`config.mk`:
```
export PLATFORM = sky130hd
export DESIGN_NAME = gpsc_port
export DESIGN_NICKNAME = d
export VERILOG_FILES = /design/src/pkg/gpsc_pkg.sv /design/src/gpsc_sync.sv /design/src/gpsc_port.sv
export SDC_FILE = /design/constraint.sdc
export NUM_CORES = 1
export LEC_CHECK = 0
export ABC_AREA = 1
export BUFFER_PORTS_ARGS = -buffer_cell sky130_fd_sc_hd__buf_2
export CAP_MARGIN = 25
export CORE_UTILIZATION = 40
export DETAILED_ROUTE_END_ITERATION = 10
export PLACE_DENSITY = 0.61
export SYNTH_ARGS = -nofsm -noshare
export SYNTH_HDL_FRONTEND = slang
export SYNTH_SLANG_ARGS = --single-unit
```
`constraint.sdc`:
```
create_clock -name clock -period 11.7 [get_ports clock]
set_input_delay 2.34 -clock clock [delete_from_list [all_inputs] [get_ports clock]]
set_output_delay 2.34 -clock clock [all_outputs]
set_load 0.01 [all_outputs]
```
`src/pkg/gpsc_pkg.sv`:
```
// Purpose: Shared constants and types for the eight-pin set/clear/sense port
// Assumes: Byte-wide register port, one clock, asynchronous active-high reset
// Notes:   Offsets are byte addresses on the plain register port
`default_nettype none
package gpsc_pkg;
    localparam int unsigned PINS = 8;
    localparam int unsigned AW   = 5;

    // Register offsets
    localparam logic [4:0] OFF_DIRECTION = 5'h00;
    localparam logic [4:0] OFF_LEVEL     = 5'h04;
    localparam logic [4:0] OFF_SET       = 5'h05;
    localparam logic [4:0] OFF_CLEAR     = 5'h06;
    localparam logic [4:0] OFF_TOGGLE    = 5'h07;
    localparam logic [4:0] OFF_INPUT     = 5'h08;
    localparam logic [4:0] OFF_FLAGS     = 5'h09;
    localparam logic [4:0] OFF_PORTCTL   = 5'h0a;
    localparam logic [4:0] OFF_MASK      = 5'h0b;
    localparam logic [4:0] OFF_PINCFG    = 5'h10;

    // Field positions
    localparam int unsigned POS_SLEW   = 0;
    localparam int unsigned POS_INVERT = 7;
    localparam int unsigned POS_PULL   = 3;

    // Reset value and per-pin config write mask
    localparam logic [7:0] RST_BYTE = 8'h00;
    localparam logic [7:0] CFG_MASK = 8'h8f;

    typedef enum logic [2:0] {
        SENSE_NONE    = 3'h0,
        SENSE_BOTH    = 3'h1,
        SENSE_RISE    = 3'h2,
        SENSE_FALL    = 3'h3,
        SENSE_OFF     = 3'h4,
        SENSE_LOW     = 3'h5
    } gpsc_sense_t;

    typedef struct packed {
        logic       wr;
        logic       rd;
        logic [4:0] addr;
        logic [7:0] wdata;
    } gpsc_bus_t;

    typedef struct packed {
        logic [7:0] out_val;
        logic [7:0] out_en_n;
        logic [7:0] pull_en;
        logic       slew;
    } gpsc_pins_t;
endpackage : gpsc_pkg
`default_nettype wire

```
`src/gpsc_sync.sv`:
```
// Purpose: Three-stage pin synchroniser with agreement of stages two and three
// Assumes: Pins are asynchronous to clock
// Notes:   Stage one feeds only stage two
`default_nettype none
module gpsc_sync #(
    parameter int unsigned W = 8
) (
    // Clock and reset
    input  wire logic         clock,
    input  wire logic         reset,
    // Data
    input  wire logic [W-1:0] d_in,
    output var  logic [W-1:0] q_out
);
    typedef struct packed {
        logic [W-1:0] s1;
        logic [W-1:0] s2;
        logic [W-1:0] s3;
        logic [W-1:0] q;
    } gpsc_sync_t;

    gpsc_sync_t st_r;
    gpsc_sync_t st_nxt;

    // A zero-width bank has nothing to synchronise
    if (W < 1) begin : g_bad_width
        $error("gpsc_sync width must be at least one");
    end

    always_comb begin
        st_nxt    = st_r;
        st_nxt.s1 = d_in;
        st_nxt.s2 = st_r.s1;
        st_nxt.s3 = st_r.s2;
        for (int i = 0; i < int'(W); i++) begin
            // Accept a change only once two late stages agree
            if (st_r.s2[i] == st_r.s3[i]) begin
                st_nxt.q[i] = st_r.s3[i];
            end
        end
    end

    always_ff @(posedge clock or posedge reset) begin
        if (reset) begin
            st_r <= '0;
        end else begin
            st_r <= st_nxt;
        end
    end

    assign q_out = st_r.q;
endmodule : gpsc_sync
`default_nettype wire

```
`src/gpsc_port.sv`:
```
// Purpose: Eight-pin GPIO port with set/clear/toggle strobes, input sense, flags
// Assumes: Byte register port, read data one cycle after the read strobe
// Notes:   Pins are driven from flip-flops; pin input passes gpsc_sync
//
// Contract
// - Writing set register sets output-level bits where written ones stand
// - Writing clear register clears output-level bits where written ones stand
// - Ones written to toggle or input-value register invert output-level bits
// - Strobes need no read-modify-write; zero bits change nothing
// - Reading set, clear or toggle returns the output-level register
// - Input-value bit follows sampled pin level while input buffer enabled
// - Disabled input buffer freezes the input-value bit
// - Pin event flag sets when pin matches its selected sense
// - Writing one clears a flag; zero leaves it
// - Port control bit zero enables slew limiting for all pins
// - Per-pin bit 7 inverts both driven and read values
// - Per-pin bit 3 enables pull-up, only while pin is input-only
// - Sense field: none, both, rise, fall, buffer off, low level
// - Output level drives the pin only while its direction bit is one
//
// Our own choice: the strobed register port.
`default_nettype none
module gpsc_port (
    // Clock and reset
    input  wire logic                clock,
    input  wire logic                reset,
    // Register port
    input  wire gpsc_pkg::gpsc_bus_t bus,
    output var  logic [7:0]          rdata,
    // Pins
    input  wire logic [7:0]          pin_in,
    output var  gpsc_pkg::gpsc_pins_t pins,
    // Interrupt
    output var  logic                irq
);
    typedef struct packed {
        logic [7:0]      dir;
        logic [7:0]      level;
        logic [7:0]      in_val;
        logic [7:0]      flags;
        logic [7:0]      mask;
        logic            slew;
        logic [7:0][7:0] cfg;
        logic [7:0]      prev;
        logic [7:0]      rdata;
        gpsc_pkg::gpsc_pins_t pins;
        logic            irq;
    } gpsc_state_t;

    gpsc_state_t st_r;
    gpsc_state_t st_nxt;
    logic [7:0]  pin_sync;
    logic [7:0]  pin_log;
    logic [7:0]  match;
    logic [7:0]  wr_flags;

    gpsc_sync #(.W(gpsc_pkg::PINS)) u_sync (
        .clock (clock),
        .reset (reset),
        .d_in  (pin_in),
        .q_out (pin_sync)
    );

    // Per-pin inversion and sense decode
    for (genvar g = 0; g < 8; g++) begin : g_pin
        gpsc_pkg::gpsc_sense_t sense;
        assign sense      = gpsc_pkg::gpsc_sense_t'(st_r.cfg[g][2:0]);
        assign pin_log[g] = pin_sync[g] ^ st_r.cfg[g][gpsc_pkg::POS_INVERT];
        always_comb begin
            case (sense)
                gpsc_pkg::SENSE_BOTH: match[g] = pin_log[g] != st_r.prev[g];
                gpsc_pkg::SENSE_RISE: match[g] = pin_log[g] & ~st_r.prev[g];
                gpsc_pkg::SENSE_FALL: match[g] = ~pin_log[g] & st_r.prev[g];
                gpsc_pkg::SENSE_LOW:  match[g] = ~pin_log[g];
                default:              match[g] = 1'b0;
            endcase
        end
    end

    assign wr_flags = (bus.wr && bus.addr == gpsc_pkg::OFF_FLAGS) ? bus.wdata : 8'h00;

    always_comb begin
        st_nxt       = st_r;
        st_nxt.rdata = gpsc_pkg::RST_BYTE;
        // Input sampling, frozen when buffer disabled
        for (int i = 0; i < 8; i++) begin
            if (st_r.cfg[i][2:0] != 3'(gpsc_pkg::SENSE_OFF)) begin
                st_nxt.in_val[i] = pin_log[i];
                st_nxt.prev[i]   = pin_log[i];
            end
        end
        // Set beats clear
        st_nxt.flags = (st_r.flags & ~wr_flags) | match;
        if (bus.wr) begin
            case (bus.addr)
                gpsc_pkg::OFF_DIRECTION: st_nxt.dir   = bus.wdata;
                gpsc_pkg::OFF_LEVEL:     st_nxt.level = bus.wdata;
                gpsc_pkg::OFF_SET:       st_nxt.level = st_r.level | bus.wdata;
                gpsc_pkg::OFF_CLEAR:     st_nxt.level = st_r.level & ~bus.wdata;
                gpsc_pkg::OFF_TOGGLE,
                gpsc_pkg::OFF_INPUT:     st_nxt.level = st_r.level ^ bus.wdata;
                gpsc_pkg::OFF_PORTCTL:   st_nxt.slew  = bus.wdata[gpsc_pkg::POS_SLEW];
                gpsc_pkg::OFF_MASK:      st_nxt.mask  = bus.wdata;
                default: begin
                    if (bus.addr[4:3] == 2'b10) begin
                        st_nxt.cfg[bus.addr[2:0]] = bus.wdata & gpsc_pkg::CFG_MASK;
                    end
                end
            endcase
        end
        if (bus.rd) begin
            case (bus.addr)
                gpsc_pkg::OFF_DIRECTION: st_nxt.rdata = st_r.dir;
                gpsc_pkg::OFF_LEVEL,
                gpsc_pkg::OFF_SET,
                gpsc_pkg::OFF_CLEAR,
                gpsc_pkg::OFF_TOGGLE:    st_nxt.rdata = st_r.level;
                gpsc_pkg::OFF_INPUT:     st_nxt.rdata = st_r.in_val;
                gpsc_pkg::OFF_FLAGS:     st_nxt.rdata = st_r.flags;
                gpsc_pkg::OFF_PORTCTL:   st_nxt.rdata = {7'h00, st_r.slew};
                gpsc_pkg::OFF_MASK:      st_nxt.rdata = st_r.mask;
                default: begin
                    if (bus.addr[4:3] == 2'b10) begin
                        st_nxt.rdata = st_r.cfg[bus.addr[2:0]];
                    end
                end
            endcase
        end
        // Pin drive from next state so pins change on the same edge as the register
        for (int i = 0; i < 8; i++) begin
            st_nxt.pins.out_val[i]  = st_nxt.level[i] ^ st_nxt.cfg[i][gpsc_pkg::POS_INVERT];
            st_nxt.pins.out_en_n[i] = ~st_nxt.dir[i];
            // Pull-up only useful with driver off
            st_nxt.pins.pull_en[i]  = st_nxt.cfg[i][gpsc_pkg::POS_PULL] & ~st_nxt.dir[i];
        end
        st_nxt.pins.slew = st_nxt.slew;
        st_nxt.irq       = |(st_nxt.flags & st_nxt.mask);
    end

    always_ff @(posedge clock or posedge reset) begin
        if (reset) begin
            st_r <= '0;
            st_r.pins.out_en_n <= 8'hff;
        end else begin
            st_r <= st_nxt;
        end
    end

    assign rdata = st_r.rdata;
    assign pins  = st_r.pins;
    assign irq   = st_r.irq;

    a_set_strobe: assert property (@(posedge clock) disable iff (reset)
        bus.wr && bus.addr == gpsc_pkg::OFF_SET |=> (st_r.level & $past(bus.wdata)) == $past(bus.wdata))
        else $error("set strobe missed a bit");
    a_clear_strobe: assert property (@(posedge clock) disable iff (reset)
        bus.wr && bus.addr == gpsc_pkg::OFF_CLEAR |=> (st_r.level & $past(bus.wdata)) == 8'h00)
        else $error("clear strobe missed a bit");
    a_toggle_strobe: assert property (@(posedge clock) disable iff (reset)
        bus.wr && (bus.addr == gpsc_pkg::OFF_TOGGLE || bus.addr == gpsc_pkg::OFF_INPUT)
        |=> st_r.level == ($past(st_r.level) ^ $past(bus.wdata)))
        else $error("toggle wrong");
    a_strobe_read: assert property (@(posedge clock) disable iff (reset)
        bus.rd && bus.addr == gpsc_pkg::OFF_CLEAR && !bus.wr |=> rdata == $past(st_r.level))
        else $error("strobe read not level");
    a_input_frozen: assert property (@(posedge clock) disable iff (reset)
        st_r.cfg[0][2:0] == 3'h4 |=> st_r.in_val[0] == $past(st_r.in_val[0]))
        else $error("disabled input moved");
    a_flag_priority: assert property (@(posedge clock) disable iff (reset)
        match[0] |=> st_r.flags[0])
        else $error("flag set lost");
    a_flag_clear: assert property (@(posedge clock) disable iff (reset)
        wr_flags[1] && !match[1] |=> !st_r.flags[1])
        else $error("flag not cleared");
    a_drive_gate: assert property (@(posedge clock) disable iff (reset)
        !st_r.dir[2] |-> st_r.pins.out_en_n[2])
        else $error("driver on while input-only");
    a_pull_gate: assert property (@(posedge clock) disable iff (reset)
        st_r.dir[3] |-> !st_r.pins.pull_en[3])
        else $error("pull-up on while driving");
    a_irq_level: assert property (@(posedge clock) disable iff (reset)
        |(st_r.flags & st_r.mask) |-> irq)
        else $error("irq missing");
    a_zero_strobe: assert property (@(posedge clock) disable iff (reset)
        bus.wr && bus.wdata == 8'h00 && (bus.addr == gpsc_pkg::OFF_SET
        || bus.addr == gpsc_pkg::OFF_CLEAR || bus.addr == gpsc_pkg::OFF_TOGGLE)
        |=> st_r.level == $past(st_r.level))
        else $error("zero strobe moved the level");
    a_slew_follow: assert property (@(posedge clock) disable iff (reset)
        bus.wr && bus.addr == gpsc_pkg::OFF_PORTCTL |=> pins.slew == $past(bus.wdata[0]))
        else $error("slew enable not applied");
    a_input_follow: assert property (@(posedge clock) disable iff (reset)
        st_r.cfg[0][2:0] != 3'h4 |=> st_r.in_val[0] == $past(pin_log[0]))
        else $error("input value not sampled");
    a_invert_out: assert property (@(posedge clock) disable iff (reset)
        pins.out_val[0] == (st_r.level[0] ^ st_r.cfg[0][7]))
        else $error("driven value not inverted");
    a_rise_sense: assert property (@(posedge clock) disable iff (reset)
        st_r.cfg[0][2:0] == 3'h2 && pin_log[0] && !st_r.prev[0] |=> st_r.flags[0])
        else $error("rising edge not flagged");
    a_quiet_sense: assert property (@(posedge clock) disable iff (reset)
        st_r.cfg[0][2:0] == 3'h0 && !st_r.flags[0] |=> !st_r.flags[0])
        else $error("flag set with sense off");
    a_read_idle: assert property (@(posedge clock) disable iff (reset)
        !bus.rd |=> rdata == 8'h00)
        else $error("read data outside read cycle");
endmodule : gpsc_port
`default_nettype wire

```
# ---- Word level (Yosys, flattened, before mapping)
# Index checks and enable logic that the tools add are counted.
# W data, S select, Z words.
dict set report op_classes {
  magnitude_cmp 2
  eq_ne 65
  n_mux 25
  bitwise 73
  n_reduce_logical 9
}
# operator n
set op_table {}
lappend op_table {{$mux W64} 2}
lappend op_table {{$mux W73} 1}
lappend op_table {{$bwmux W64} 1}
lappend op_table {{$mux W8} 7}
lappend op_table {{$eq A3 B2 Y1 const B} 16}
lappend op_table {{$pmux W8 S6} 1}
lappend op_table {{$pmux W1 S4} 8}
lappend op_table {{$pmux W8 S4} 1}
lappend op_table {{$not A1 Y1} 25}
lappend op_table {{$and A1 B1 Y1} 24}
lappend op_table {{$and A8 B8 Y8} 3}
lappend op_table {{$bmux W8 S3} 1}
lappend op_table {{$demux W8 S3} 1}
lappend op_table {{$eq A3 B1 Y1 const B} 8}
lappend op_table {{$eq A3 B3 Y1 const B} 8}
lappend op_table {{$ne A3 B3 Y1 const B} 8}
lappend op_table {{$eq A5 B3 Y1 const B} 4}
lappend op_table {{$eq A5 B4 Y1 const B} 4}
lappend op_table {{$mux W16} 1}
lappend op_table {{$not A8 Y8} 2}
lappend op_table {{$or A8 B8 Y8} 2}
lappend op_table {{$reduce_or A8 Y1} 2}
lappend op_table {{$xor A1 B1 Y1} 16}
lappend op_table {{$eq A1 B1 Y1} 8}
lappend op_table {{other kinds (12)} 20}
dict set report word_totals {
  regBits 170
  in_bits 25
  out_inout_bits 34
  elab_cells 219
}

# ---- Logic depth before layout (Yosys ltp)
dict set report depth {
  ltp_word 10
  mapped_depth 13
  depth_no_buf 13
}

# ---- Modules after synthesis
# A second synthesis with hierarchy kept.
dict set report hier_totals {
  hier_cells 1087
  hier_area_um2 8787.2
}
# module n_inst cells_each area_each_um2 seq_area_each_um2
set modules_own_cells {}
lappend modules_own_cells {gpsc_port 1 1014 7792.5 3463.3}
lappend modules_own_cells {gpsc_sync 1 73 994.7 800.8}

# ---- Worst setup path after synthesis
# Ideal clock, no wire load.
dict set report synth_timing {
  path_type {input -> register}
  from {input bus[9] in the netlist's numbering}
  to {register pins[19] (netlist name)}
  setup_ns 0.117
  arrival_time_ns 3.432
  required_time_ns 11.583
  path_slack_ns 8.151
  stages 9
  n_path_buf 1
  cell_sequence {nor2_1 > buf_2 > nand3_2 > a21oi_4 > inv_1 > nand2_1 > nand2_1 > nand2_1 > nand2_1}
}
# item line_no
set synth_rtl {}
lappend synth_rtl {{from (decl)} gpsc_port.sv:28} ;# input wire gpsc_pkg::gpsc_bus_t bus,

==> run_results.csv <==
group,metric,value,unit
run_status,status,"complete, no violations",
cells_and_area,synthToLayoutAreaGrowth,11.6,%
sta,finalSetupViolations,0,
placement,dp.cells,1290,
logic_synthesis,synth_cells,1012,
logic_synthesis,synth_area_leaders,"dfrtp_1 (49%), nand2_1 (13%), inv_1 (6.8%), nor2_1 (4.6%), o21ai_0 (4.1%)",
hold_path,hold_class,"reg2reg",
power,p_clk_share,33.9,%
placement,gp_congestion,0.881,
global_route,track_usage,21.3,%
power,switching_share,32.3,%
routing,wl_per_cell,16.2,microns
placement,io_buffers,58,
cells_and_area,multi_input_area,0.00305,sq mm
logic_synthesis,synth_common_cells,"nand2_1 (290), dfrtp_1 (162), inv_1 (149)",
sta,period_minus_slack,4.15,ns
cells_and_area,regArea,0.00426,sq mm
cells_and_area,fin_nets,1090,
worst_setup_path,path_common_cell,"inv_1",
logic_synthesis,ys_seq_area_share,52.0,%
die,io_pins,59,
clocking,post_cts_buffers,0,
worst_setup_path,crit_chain,"buf_2 > inv_1 > nand3_1 > inv_1 > nand2_1 > o21ai_0 > inv_1 > a21oi_1",
clocking,cts_made_buffers,17,
die,start_util,40.7,%
sta,clock_skew,0.00881,ns
power,p_switching,0.526,mW
cells_and_area,final_cells,1324,
clocking,clk_path_buf_depth,2,
placement,place_ws,7.01,ns
sta,tightest_slew,0.977,ns
logic_synthesis,synth_area_per_cell,8.11,sq um
sta,setup_ws,7.55,ns
placement,place_hpwl,15300,microns
power,combPwrFrac,19.4,%
logic_synthesis,yosys_warnings,0,
clocking,worstSkewPairLatency,0.43,ns
routing,ant_nets,0,
routing,vias_per_cell,4.93,
die,die_h,145,microns
power,pwr-share-seq,46.7,%
power,pwr_density_cell,178,mW/mm^2
worst_setup_path,cp_max_fo,21,
die,dieArea,0.0211,sq mm
clocking,cts_tree,"built",
power,ir_worst_vdd,0.0888,mV
worst_setup_path,worstSetupPathType,"in2reg",
sta,rsz0062_at_grt,"false",
sta,relSlewSlack,34.8,%
worst_setup_path,max_stage_delay,0.43,ns
logic_synthesis,syn_nets,1061,
worst_setup_path,critPathCaptureType,"register",
logic_synthesis,netlist_area,0.00821,sq mm
clocking,postCtsHoldBufs,0,
clocking,cts_resized,0,
logic_synthesis,ys_seq_elements,170,
cells_and_area,nFillCells,1966,
sta,finalHoldViolCount,0,
sta,slew_viol_final,0,
routing,num_vias,6524,
global_route,grt_pass1_vias,6083,
job,maxCapViolations,0,
sta,setup_tns,0,ns
cells_and_area,drive_gt1_share,10.8,%
logic_synthesis,yosysUniqueCellTypes,30,
clocking,cts.sinks,170,
worst_setup_path,cp_data_arrival_time,4.51,ns
sta,clock.fmax,241,MHz
routing,route.final.wire_length,21400,microns
logic_synthesis,async_flop_share,100,%
logic_synthesis,yosys_most_used_dff,"dfrtp_1",
logic_synthesis,yosysTopAreaCellShare,49.4,%
worst_setup_path,worst_setup_path_start_kind,"input port",
worst_setup_path,critPathSlowestCell,"o21ai_0",
worst_setup_path,crit_required,12.05,ns
logic_synthesis,synth-edff-count,0,
routing,drtIter0Drc,570,
global_route,grt_first_pass_wirelength,34100,microns
die,fp-row-count,52,
clocking,path_clk_slew,0.07,ns
cells_and_area,diodes,0,
power,power_leakage,4.72,nW
clocking,cts_max_level,4,
global_route,grt_max_degree,94,
routing,drc_errors,0,
routing,drt_pass1_iterations,5,
sta,fin_crit_sh,35.5,%
global_route,antenna_found_initial,2,
clocking,cts_root_buf,"clkbuf_16",
die,core,0.0202,sq mm
power,internal_power,1.11,mW
logic_synthesis,synthMostInstantiatedCell,"nand2_1",
die,die_w,145,microns
logic_synthesis,yosysTopAreaCell,"dfrtp_1",
global_route,grt_overflow,0,
[cells in the final DEF (no fill, tap or decap), drive strengths merged, types with 8 or more instances in the layout]
| cell | count |
|---|---|
| inv | 155 |
| a21oi | 31 |
| a22oi | 13 |
| o21ai | 71 |
| ha | 24 |
| nor2 | 104 |
| nand4 | 18 |
| nand2 | 291 |
| maj3 | 8 |
| buf | 64 |
| nand3 | 63 |
| dfstp | 8 |
| dfrtp | 162 |
| clkbuf | 18 |
[worst max-delay path, delay by kind of cell]
family / cells / cell delay, ns
AO/OA/AOI/OAI: 2 / 0.56
buffers and inverters: 4 / 0.80
AND/OR/NAND/NOR: 2 / 0.79
[routing by layer]
layer	share of wire (%)	wire (microns)	track usage, %
met5	0.12	26	0
met4	1.8	375	6.58
met3	6.0	1290	5.00
met2	45	9570	31.9
met1	47	10100	30.5
[power groups by stage]
| stage | clock (mW) | sequential, mW | combinational [mW] |
|---|---|---|---|
| detailed placement | 0 | 0.771 | 0.313 |
| global placement | 0 | 0.771 | 0.306 |
| global route | 0.590 | 0.775 | 0.366 |
| CTS | 0.563 | 0.762 | 0.315 |
| floorplan | 0 | 0.748 | 0.246 |
| finish | 0.553 | 0.762 | 0.316 |
[final cells by class]
cell class	count	share of cell area (%)
flip-flops and latches	170	46.6
repair buffers	64	3.96
multi-input cells	639	33.3
clock buffers	18	4.80
well taps	270	3.69
inverters	149	6.16
clock inverters	14	1.50
[cells by family (layout without fill, tap and decap cells)]
kind of cell	count (synthesis)	count (layout)	synth area share (%)
and+or+nand+nor	485	485	24.3
buffers and inverters	203	245	10.9
DFF	170	170	52.0
AOI/OAI and AO/OA	122	122	8.19
adders and majority gates	32	32	4.63
[path summary, 6_finish.rpt]
| kind | startpoint | to | slack [ns] | cells past startpoint |
|---|---|---|---|---|
| max | bus[10] | pins[3] | 7.55 | 8 |
| min | u_sync.st_nxt[18] | u_sync.st_nxt[10] | 0.35 | 0 |
| max reg2reg | st_r[81] | irq | 9.67 | 13 |
| min reg2reg | u_sync.st_nxt[18] | u_sync.st_nxt[10] | 0.35 | 0 |
| max in group asynchronous | reset | pins[10] | 8.46 | 4 |
| min in group asynchronous | reset | u_sync.st_nxt[17] | 2.09 | 2 |
[stage by stage]
step                cell area [sq um]  util, %  hold slack, ns  power, mW
finish                           9160     45.4           0.349       1.63
global route                     9160     45.4           0.354       1.73
CTS                              9120     45.2           0.352       1.64
detailed placement               8540     42.3           0.337       1.08
global placement                 8540     42.3           0.333       1.08
floorplan                        8210        -           0.331      0.994
Note: power is estimated with default switching activity, not from simulation.
